==> src/core/pscr_defs.svh <==
// Offsets, field positions, reset values and register width for the PLL status and control block.
// What this block does
// Two 16-bit registers: lock state at word 0, reset and detector control at word 1.
// Writes to word 0 change nothing.
// Status bit 0 shows lock; reads 1 after reset.
// Writing 1 to control bit 0 pulses PLL reset exactly one cycle; reads 0 after.
// Control bit 1 drives the phase detector enable directly; resets to 1.
// Control register bits read back at word 1.
// Reserved bits read undefined (zero here); software writes them zero.
// A bit exists only if its signal is generated and register-mapped.
// Exported advanced signals become top-level ports instead of register bits.
// Basic PLL signals are always ports, never registers.
// PLL enable is always a port; absent means permanently enabled.
// Absent PLL reset input means reset only at configuration, no run-time path.
// Absent phase detector enable means detector permanently enabled.
// PLL reset request also resets the whole system module.
// Detector enable gates tracking of reference changes.
// External PLL output clocks drive pins only, never internal logic.
// At configuration hold system reset asserted until the PLL reports lock. With HAS_LOCKED 0 the code releases it without lock.
// Lock indication is synchronised into the bus clock before status use.
`ifndef PSCR_DEFS_SVH
`define PSCR_DEFS_SVH

`define PSCR_OFS_STATUS   1'h0
`define PSCR_OFS_CONTROL  1'h1
`define PSCR_DATA_W       16
`define PSCR_BIT_LOCK     0
`define PSCR_BIT_ARESET   0
`define PSCR_BIT_PFDENA   1
`define PSCR_RST_LOCK     1'h1
`define PSCR_RST_ARESET   1'h0
`define PSCR_RST_PFDENA   1'h1
`define PSCR_RST_PLLENA   1'h1
`define PSCR_RST_HOLDLK   1'h0
`define PSCR_ZERO16       16'h0000

`endif

==> src/core/pscr_pkg.sv <==
// Types shared by the PLL status and control block.
package pscr_pkg;
    // One register access from the software side.
    typedef struct packed {
        logic        cs;     // Chip select.
        logic        wr;     // Write strobe.
        logic        rd;     // Read strobe.
        logic        addr;   // Word offset.
        logic [15:0] wdata;  // Write data.
    } pscr_req_t;

    // Controls going to the PLL circuitry.
    typedef struct packed {
        logic areset;        // PLL reset request.
        logic pfdena;        // Phase detector enable.
    } pscr_pll_ctl_t;

    // Reset hold state machine states, one-hot.
    typedef enum logic [1:0] {
        PSCR_HOLD = 2'b01,
        PSCR_RUN  = 2'b10
    } pscr_rst_st_t;
endpackage

==> src/core/pscr_sync.sv <==
// Two flip-flop synchroniser for one asynchronous level.
module pscr_sync #(
    parameter logic RST_VAL = 1'b0
) (
    input  wire logic clk_i,   // Bus clock.
    input  wire logic rst_i,   // Asynchronous reset, active high.
    input  wire logic d_i,     // Asynchronous level.
    output logic      q_o      // Synchronised level.
);
    logic meta_q;

    // The first stage feeds only the second, so metastability never reaches logic.
    always_ff @(posedge clk_i or posedge rst_i) begin
        if (rst_i) begin
            meta_q <= RST_VAL;
            q_o    <= RST_VAL;
        end else begin
            meta_q <= d_i;
            q_o    <= meta_q;
        end
    end
endmodule

==> src/core/pscr_top.sv <==
// Register wrapper giving software status and control of an on-chip PLL.
`include "pscr_defs.svh"

module pscr_top #(
    parameter bit HAS_ARESET = 1'b1,  // PLL reset input generated.
    parameter bit REG_ARESET = 1'b1,  // PLL reset mapped to register, else exported.
    parameter bit HAS_PFDENA = 1'b1,  // Detector enable generated.
    parameter bit REG_PFDENA = 1'b1,  // Detector enable mapped to register.
    parameter bit HAS_LOCKED = 1'b1,  // Lock output generated.
    parameter bit REG_LOCKED = 1'b1   // Lock mapped to register.
) (
    input  wire logic                  clk_i,         // Bus clock, 125 MHz.
    input  wire logic                  rst_i,         // Asynchronous reset, active high.
    input  wire pscr_pkg::pscr_req_t   req_i,         // Register access.
    output logic [15:0]                rdata_o,       // Read data.
    output logic                       rvalid_o,      // Read data valid pulse.
    input  wire logic                  pll_locked_i,  // Asynchronous lock from PLL.
    input  wire logic                  exp_areset_i,  // Exported reset request.
    input  wire logic                  exp_pfdena_i,  // Exported detector enable.
    input  wire logic                  exp_pllena_i,  // PLL enable, always a port.
    output pscr_pkg::pscr_pll_ctl_t    pll_ctl_o,     // Controls to the PLL.
    output logic                       pll_ena_o,     // PLL enable to the PLL.
    output logic                       exp_locked_o,  // Exported lock level.
    output logic                       sys_rst_o      // System-wide reset.
);
    // ------------------------------------------------------------------
    // Build-time checks
    // ------------------------------------------------------------------
    // Refused at elaboration, so a bad width never reaches a netlist.
    if (`PSCR_DATA_W != 16) begin : g_width_check
        $error("pscr_top: register width must be 16");
    end

    localparam bit MAP_ARESET = HAS_ARESET && REG_ARESET;
    localparam bit MAP_PFDENA = HAS_PFDENA && REG_PFDENA;
    localparam bit MAP_LOCKED = HAS_LOCKED && REG_LOCKED;

    // ------------------------------------------------------------------
    // Lock synchronisation
    // ------------------------------------------------------------------
    logic lock_s;
    logic lock_h;

    // synchronise lock level
    pscr_sync #(
        .RST_VAL (`PSCR_RST_LOCK)
    ) u_lock_sync (
        .clk_i (clk_i),
        .rst_i (rst_i),
        .d_i   (pll_locked_i),
        .q_o   (lock_s)
    );

    // lock copy for hold
    // This copy resets to unlocked, unlike the status copy, so the hold never
    // trusts the status bit's reset value and, with HAS_LOCKED set, only ends on a lock really seen.
    pscr_sync #(
        .RST_VAL (`PSCR_RST_HOLDLK)
    ) u_hold_sync (
        .clk_i (clk_i),
        .rst_i (rst_i),
        .d_i   (pll_locked_i),
        .q_o   (lock_h)
    );

    // ------------------------------------------------------------------
    // Register decode
    // ------------------------------------------------------------------
    function automatic logic hit(input pscr_pkg::pscr_req_t r, input logic ofs);
        hit = r.cs && (r.addr == ofs);
    endfunction

    logic wr_ctl;
    logic rd_any;
    // only the control word takes writes
    assign wr_ctl = req_i.wr && hit(req_i, `PSCR_OFS_CONTROL);
    assign rd_any = req_i.rd && req_i.cs;

    // ------------------------------------------------------------------
    // Control register
    // ------------------------------------------------------------------
    logic pfdena_q;
    logic areset_q;
    logic areset_exp_q;

    // detector enable stored bit
    always_ff @(posedge clk_i or posedge rst_i) begin
        if (rst_i) begin
            pfdena_q <= `PSCR_RST_PFDENA;
        end else if (wr_ctl && MAP_PFDENA) begin
            pfdena_q <= req_i.wdata[`PSCR_BIT_PFDENA];
        end
    end

    // single-cycle reset pulse
    always_ff @(posedge clk_i or posedge rst_i) begin
        if (rst_i) begin
            areset_q <= `PSCR_RST_ARESET;
        end else begin
            areset_q <= wr_ctl && MAP_ARESET && req_i.wdata[`PSCR_BIT_ARESET];
        end
    end

    // Exported reset request is a same-clock input, registered for a flop output.
    always_ff @(posedge clk_i or posedge rst_i) begin
        if (rst_i) begin
            areset_exp_q <= `PSCR_RST_ARESET;
        end else begin
            areset_exp_q <= exp_areset_i;
        end
    end

    // ------------------------------------------------------------------
    // PLL-facing outputs
    // ------------------------------------------------------------------
    // select mapped, exported or default drive
    always_ff @(posedge clk_i or posedge rst_i) begin
        if (rst_i) begin
            pll_ctl_o.areset <= `PSCR_RST_ARESET;
            pll_ctl_o.pfdena <= `PSCR_RST_PFDENA;
            pll_ena_o        <= `PSCR_RST_PLLENA;
            exp_locked_o     <= `PSCR_RST_LOCK;
        end else begin
            pll_ctl_o.areset <= !HAS_ARESET ? 1'b0 :
                                (MAP_ARESET ? areset_q : areset_exp_q);
            pll_ctl_o.pfdena <= !HAS_PFDENA ? 1'b1 :
                                (MAP_PFDENA ? pfdena_q : exp_pfdena_i);
            pll_ena_o        <= exp_pllena_i;
            exp_locked_o     <= (HAS_LOCKED && !REG_LOCKED) ? lock_s : 1'b0;
        end
    end

    // ------------------------------------------------------------------
    // System reset hold
    // ------------------------------------------------------------------
    pscr_pkg::pscr_rst_st_t st_q;

    // hold system reset until lock; R14: PLL reset restarts the hold
    always_ff @(posedge clk_i or posedge rst_i) begin
        if (rst_i) begin
            st_q      <= pscr_pkg::PSCR_HOLD;
            sys_rst_o <= 1'b1;
        end else begin
            case (st_q)
                pscr_pkg::PSCR_HOLD: begin
                    if (lock_h || !HAS_LOCKED) begin
                        st_q      <= pscr_pkg::PSCR_RUN;
                        sys_rst_o <= 1'b0;
                    end
                end
                pscr_pkg::PSCR_RUN: begin
                    if (pll_ctl_o.areset) begin
                        st_q      <= pscr_pkg::PSCR_HOLD;
                        sys_rst_o <= 1'b1;
                    end
                end
                default: begin
                    st_q      <= pscr_pkg::PSCR_HOLD;
                    sys_rst_o <= 1'b1;
                end
            endcase
        end
    end

    // ------------------------------------------------------------------
    // Read path
    // ------------------------------------------------------------------
    // absent and reserved bits read as zero
    always_ff @(posedge clk_i or posedge rst_i) begin
        if (rst_i) begin
            rdata_o  <= `PSCR_ZERO16;
            rvalid_o <= 1'b0;
        end else begin
            rvalid_o <= rd_any;
            rdata_o  <= `PSCR_ZERO16;
            if (rd_any && req_i.addr == `PSCR_OFS_STATUS) begin
                rdata_o[`PSCR_BIT_LOCK] <= MAP_LOCKED && lock_s;
            end else if (rd_any) begin
                rdata_o[`PSCR_BIT_PFDENA] <= MAP_PFDENA && pfdena_q;
                rdata_o[`PSCR_BIT_ARESET] <= MAP_ARESET && areset_q;
            end
        end
    end
endmodule

==> config.mk <==
export PLATFORM = sky130hd
export DESIGN_NAME = pscr_top
export DESIGN_NICKNAME = d
export VERILOG_FILES = /design/src/core/pscr_pkg.sv /design/src/core/pscr_sync.sv /design/src/core/pscr_top.sv
export VERILOG_INCLUDE_DIRS = /design/src /design/src/core
export SDC_FILE = /design/constraint.sdc
export NUM_CORES = 1
export LEC_CHECK = 0
export ABC_CLOCK_PERIOD_IN_PS = 1540
export BUFFER_PORTS_ARGS = -buffer_cell sky130_fd_sc_hd__buf_2
export CAP_MARGIN = 25
export CORE_MARGIN = 2
export CORE_UTILIZATION = 39
export CTS_CLUSTER_SIZE = 28
export DETAILED_ROUTE_END_ITERATION = 8
export GPL_TIMING_DRIVEN = 1
export PLACE_DENSITY = 0.81
export SYNTH_ARGS = -nofsm -noshare
export SYNTH_HDL_FRONTEND = slang
export SYNTH_SLANG_ARGS = --single-unit
==> constraint.sdc <==
create_clock -name clk_i -period 1.54 [get_ports clk_i]
set_input_delay 0 -clock clk_i [delete_from_list [all_inputs] [get_ports clk_i]]
set_output_delay 0 -clock clk_i [all_outputs]
set_load 0.01 [all_outputs]
Word level (Yosys, flattened, before mapping)
Cells that the tools add are included.
{ "word_totals": {"register_bits": 16, "in_bits": 26, "output_inout_bits": 22, "elab_cells": 34} }
{ "classes": {"n_reduce_logical": 6, "n_mux": 9, "bitwise": 1, "n_eq_ne": 4} }
{ "op_table": {"columns": ["cell", "count"], "rows": [
  ["$mux W2", 3],
  ["$logic_and A1 B1 Y1", 5],
  ["$mux W1", 4],
  ["$pmux W2 S2", 1],
  ["$eq A2 B1 Y1 const B", 1],
  ["$eq A2 B2 Y1 const B", 1],
  ["$ne A2 B1 Y1 const B", 1],
  ["$ne A2 B2 Y1 const B", 1],
  ["$pmux W1 S2", 1],
  ["$reduce_and A2 Y1", 1],
  ["$not A1 Y1", 1]
]} }

Depth between registers and ports, before layout
{ "depth": {"ltp_word": 3, "ltp_mapped": 2, "mapped_depth_nobuf": 2} }

Cells and area by module
A second synthesis with hierarchy kept.
{ "unflattened": {"cells_unflattened": 45, "area_unflattened_um2": 591.8} }
{ "modules_own_cells": {"columns": ["module", "area_per_inst_um2", "n_inst", "cells_each", "seq_area_each_um2"], "rows": [
  ["pscr_top", 481.7, 1, 39, 281.5],
  ["pscr_sync (u_lock_sync)", 56.3, 1, 3, 52.6],
  ["pscr_sync (u_hold_sync)", 53.8, 1, 3, 50.0]
]} }

Worst setup path after synthesis
No wires, ideal clock.
{ "synth_timing": {"path_type": "reg2reg", "start": "reg st_q[0]", "end": "reg st_q[1]", "synth_period_minus_slack_ns": 0.842, "arrival_time_ns": 0.713, "n_path_buf": 0, "required_time_ns": 1.411, "slack_ns": 0.698, "stages_incl_launch_ff": 3, "setup_ns": 0.129, "path_cell_list": "dfstp_2 nand2b_1 o21ai_0"} }
{ "synth_via": {"elab_chain_cells": 3, "word_cells_on_any_way": 6, "classes_between": "4 x eq/ne; 1 x mux; 1 x reduce/logical"} }
{ "synth_lines": {"columns": ["element", "line_no", "source"], "rows": [
  ["start, declared", "pscr_top.sv:136", "pscr_pkg::pscr_rst_st_t st_q;"],
  ["start signal, assigned", "pscr_top.sv:141", "st_q <= pscr_pkg::PSCR_HOLD;"],
  ["start signal, assigned", "pscr_top.sv:147", "st_q <= pscr_pkg::PSCR_RUN;"],
  ["start signal, assigned", "pscr_top.sv:153", "st_q <= pscr_pkg::PSCR_HOLD;"],
  ["$eq A2 B1 Y1 / $eq A2 B2 Y1 (equally long branches)", "pscr_top.sv:144", "case (st_q)"],
  ["$ne A2 B1 Y1 (no line) / $ne A2 B2 Y1 (equally long branches)", null, null],
  ["$reduce_and A2 Y1 (no line)", null, null]
]} }
Parallel ways exist; a longest one is shown, timed or not.
A chain may end at the register's enable or synchronous reset.

Worst setup path after layout
{ "layout_timing": {"start": "in req_i[17] in the netlist's numbering", "end": "reg rvalid_o"} }
{ "layout_via": {"elab_chain_cells": 1} }
{ "layout_lines": {"columns": ["element", "line_no", "source"], "rows": [
  ["start, declared", "pscr_top.sv:14", "input wire pscr_pkg::pscr_req_t req_i,"],
  ["$logic_and A1 B1 Y1", "pscr_top.sv:77", "assign rd_any = req_i.rd && req_i.cs;"],
  ["named net rd_any", "pscr_top.sv:74", "logic rd_any;"],
  ["end signal, assigned", "pscr_top.sv:174", "rvalid_o <= rd_any;"],
  ["end, declared", "pscr_top.sv:16", "output logic rvalid_o,"]
]} }
The timed path passes the listed nets, and every way through them passes these cells.

==> impl_metrics.toml <==
[run_status]
run_status = "complete, no violations"

[sta]
setup_viol = 0
finalWorstSetupSlack_ns = 0.330
rsz0062_at_grt = "no"
tightest_slew_ns = 0.522
timing.final.crit_share = 0.786
maxSlewViolCount = 0
hold_violations = 0
max_freq_mhz = 826
fin_crit_ns = 1.21
skew_ns = 0.00360
hold_ws_ns = 0.0358
max_slew_margin = 0.651
fin_tns_setup_ns = 0

[route]
ant_nets = 0
wl_um = 788
routedWlPerCell_um = 9.06
drtPass1Iterations = 1
viasPerCell = 3.83
vias = 333
first_iter_violations = 0
drc = 0

[placement]
numPortBuffers = 17
dp_hpwl_um = 556
pre_cts_ws_ns = 0.689
globalplace.congestion = 0.606

[critical_path]
crit_fanout = 3
start_kind = "input port"
critPathRequiredTime_ns = 1.70
cp-end-kind = "register"
cp.arrival_ns = 1.37
crit_type = "in -> reg"

[synth]
synth-seq-cells = 15
synthDistinctLibCells = 16
synth_seq_area_share = 0.656
yosys.area.top_type = "dfrtp_1"
ys_warn_count = 0
synthesis.area_sq_um = 586
synth_cells = 43
synth.avg_cell_area_sq_um = 13.6
synthTopCellsByArea = "dfrtp_1 34%, dfstp_2 31%, buf_4 18%, mux2_4 2.6%, mux2i_1 1.7%"
yosysTopAreaCellShare = 0.342

[floorplan]
num_rows = 13
die_area_sq_um = 1830
core_area_sq_um = 1350
ioPinCount = 48
die_w_um = 42.8
fp.dieH_um = 42.8
initial_core_util = 0.434

[cells_and_area]
drive_gt1_frac = 0.417
final_cell_mix = "17 x buf_2, 15 x conb_1, 8 x dfrtp_1, 8 x dlygate4sd3_1, 7 x dfstp_2"
final_util = 0.551
diodes = 0
mostFrequentLayoutCell = "buf_2"
nets = 99
fillCellCount = 116
syn2layout_area_growth_pct = 26.9

[clocking]
cts_tree = "built"
htree_levels = 1
clk_path_buf_depth = 2
numCtsBuffers = 3
clkTransAtPathRegs_ns = 0.08
clk_latency_ns = 0.27
post_cts_buffers = 0
cts_sinks = 15
cts_root_buf = "clkbuf_4"

[worst_hold_path]
hold_path_class = "in -> reg"

[global_route]
grtUsageTotal = 0.0946
grt_pass1_vias = 283
antenna_found_initial = 0
grt_pass1_wl_um = 1220
grt_overflow = 0
grt_max_degree = 16

[power]
leakage_uw = 0.000396
vdd_drop_max_uv = 517
power.total_uw = 838
power_density_nw_per_um2 = 1130

[job]
maxCapViolCount = 0
==> sequential cells by signal (all words and copies together) (netlist names) <==
register            count
u_hold_sync.meta_q      1
exp_locked_o            1
pll_ctl_o               2
st_q                    2
u_hold_sync.q_o         1
u_lock_sync.meta_q      1
rvalid_o                1
u_lock_sync.q_o         1
pll_ena_o               1
pfdena_q                1
areset_q                1
rdata_o                 2
==> layer usage <==
layer	vias up	GRT usage	share of wire	wire length [um]
met3	2	0.0255	0.074	58
met5	-	0	0	0
met1	155	0.115	0.35	278
met4	0	0.0750	0.010	8
met2	13	0.139	0.56	443
li1	163	-	-	-
==> cell families after synthesis <==
logic type / synth area share
buffers and inverters: 0.192
AND/OR/NAND/NOR: 0.0812
AO/OA/AOI/OAI: 0.0214
flip-flops: 0.656
other: 0.00640
multiplexers: 0.0427
==> synth_stat cells <==
master     n
and2_1     1
nand3_2    1
nor2_1     1
inv_1      2
dfstp_2    7
nand2b_1   1
mux2_4     1
nor2b_1    1
o21a_1     1
nand3b_1   1
conb_1     1
dfrtp_1    8
buf_4     14
and3_2     1
o21ai_0    1
mux2i_1    1
==> worst max-delay path: stages <==
cell,delay (ns)
dlygate4sd3_1,0.54
buf_2,0.12
and2_1,0.15
dlygate4sd3_1,0.55
==> layout make-up <==
| type | count | area [sq um] | area share |
|---|---|---|---|
| multi-input cells | 26 | 141 | 0.190 |
| clock buffers | 4 | 26.3 | 0.0354 |
| well taps | 15 | 18.8 | 0.0253 |
| repair buffers | 25 | 165 | 0.222 |
| flip-flops and latches | 15 | 384 | 0.517 |
| inverters | 2 | 7.51 | 0.0101 |
==> path summary, 6_finish.rpt <==
path | startpoint | endpoint | slack [ns] | cells after the start
max | req_i[17] | rvalid_o$_DFF_PP0_ | 0.33 | 4
max in group asynchronous | rst_i | u_lock_sync.meta_q$_DFF_PP1_ | 0.87 | 3
min reg2reg | u_lock_sync.meta_q$_DFF_PP1_ | u_lock_sync.q_o$_DFF_PP1_ | 0.35 | 0
min in group asynchronous | rst_i | rdata_o[0]$_DFF_PP0_ | 0.30 | 3
min | req_i[16] | rdata_o[1]$_DFF_PP0_ | 0.04 | 2
max reg2reg | st_q[0]$_DFFE_PP1P_ | st_q[1]$_DFFE_PP0P_ | 0.68 | 2
==> repair_timing <==
| item | 4_1_cts | 5_1_grt |
|---|---|---|
| hold buffers | 8 | 0 |
| resized for setup | 0 | 0 |
| hold endpoints to repair | 14 | 0 |
==> metrics by stage <==
| step | area, sq um | std cells |
|---|---|---|
| after floorplan | 638 | 57 |
| after global placement | 637 | 75 |
| after detailed placement | 637 | 75 |
| after CTS | 743 | 87 |
| after global routing | 743 | 87 |
| final | 743 | 87 |
==> power by group <==
part	switching, uW	internal [uW]	leakage [uW]	total, uW
Clock	112	100	0.0000150	212
Sequential	22.3	463	0.000177	485
Combinational	70.8	70.0	0.000204	141
Total	205	633	0.000396	838
Power figures use the tool's default switching activity.
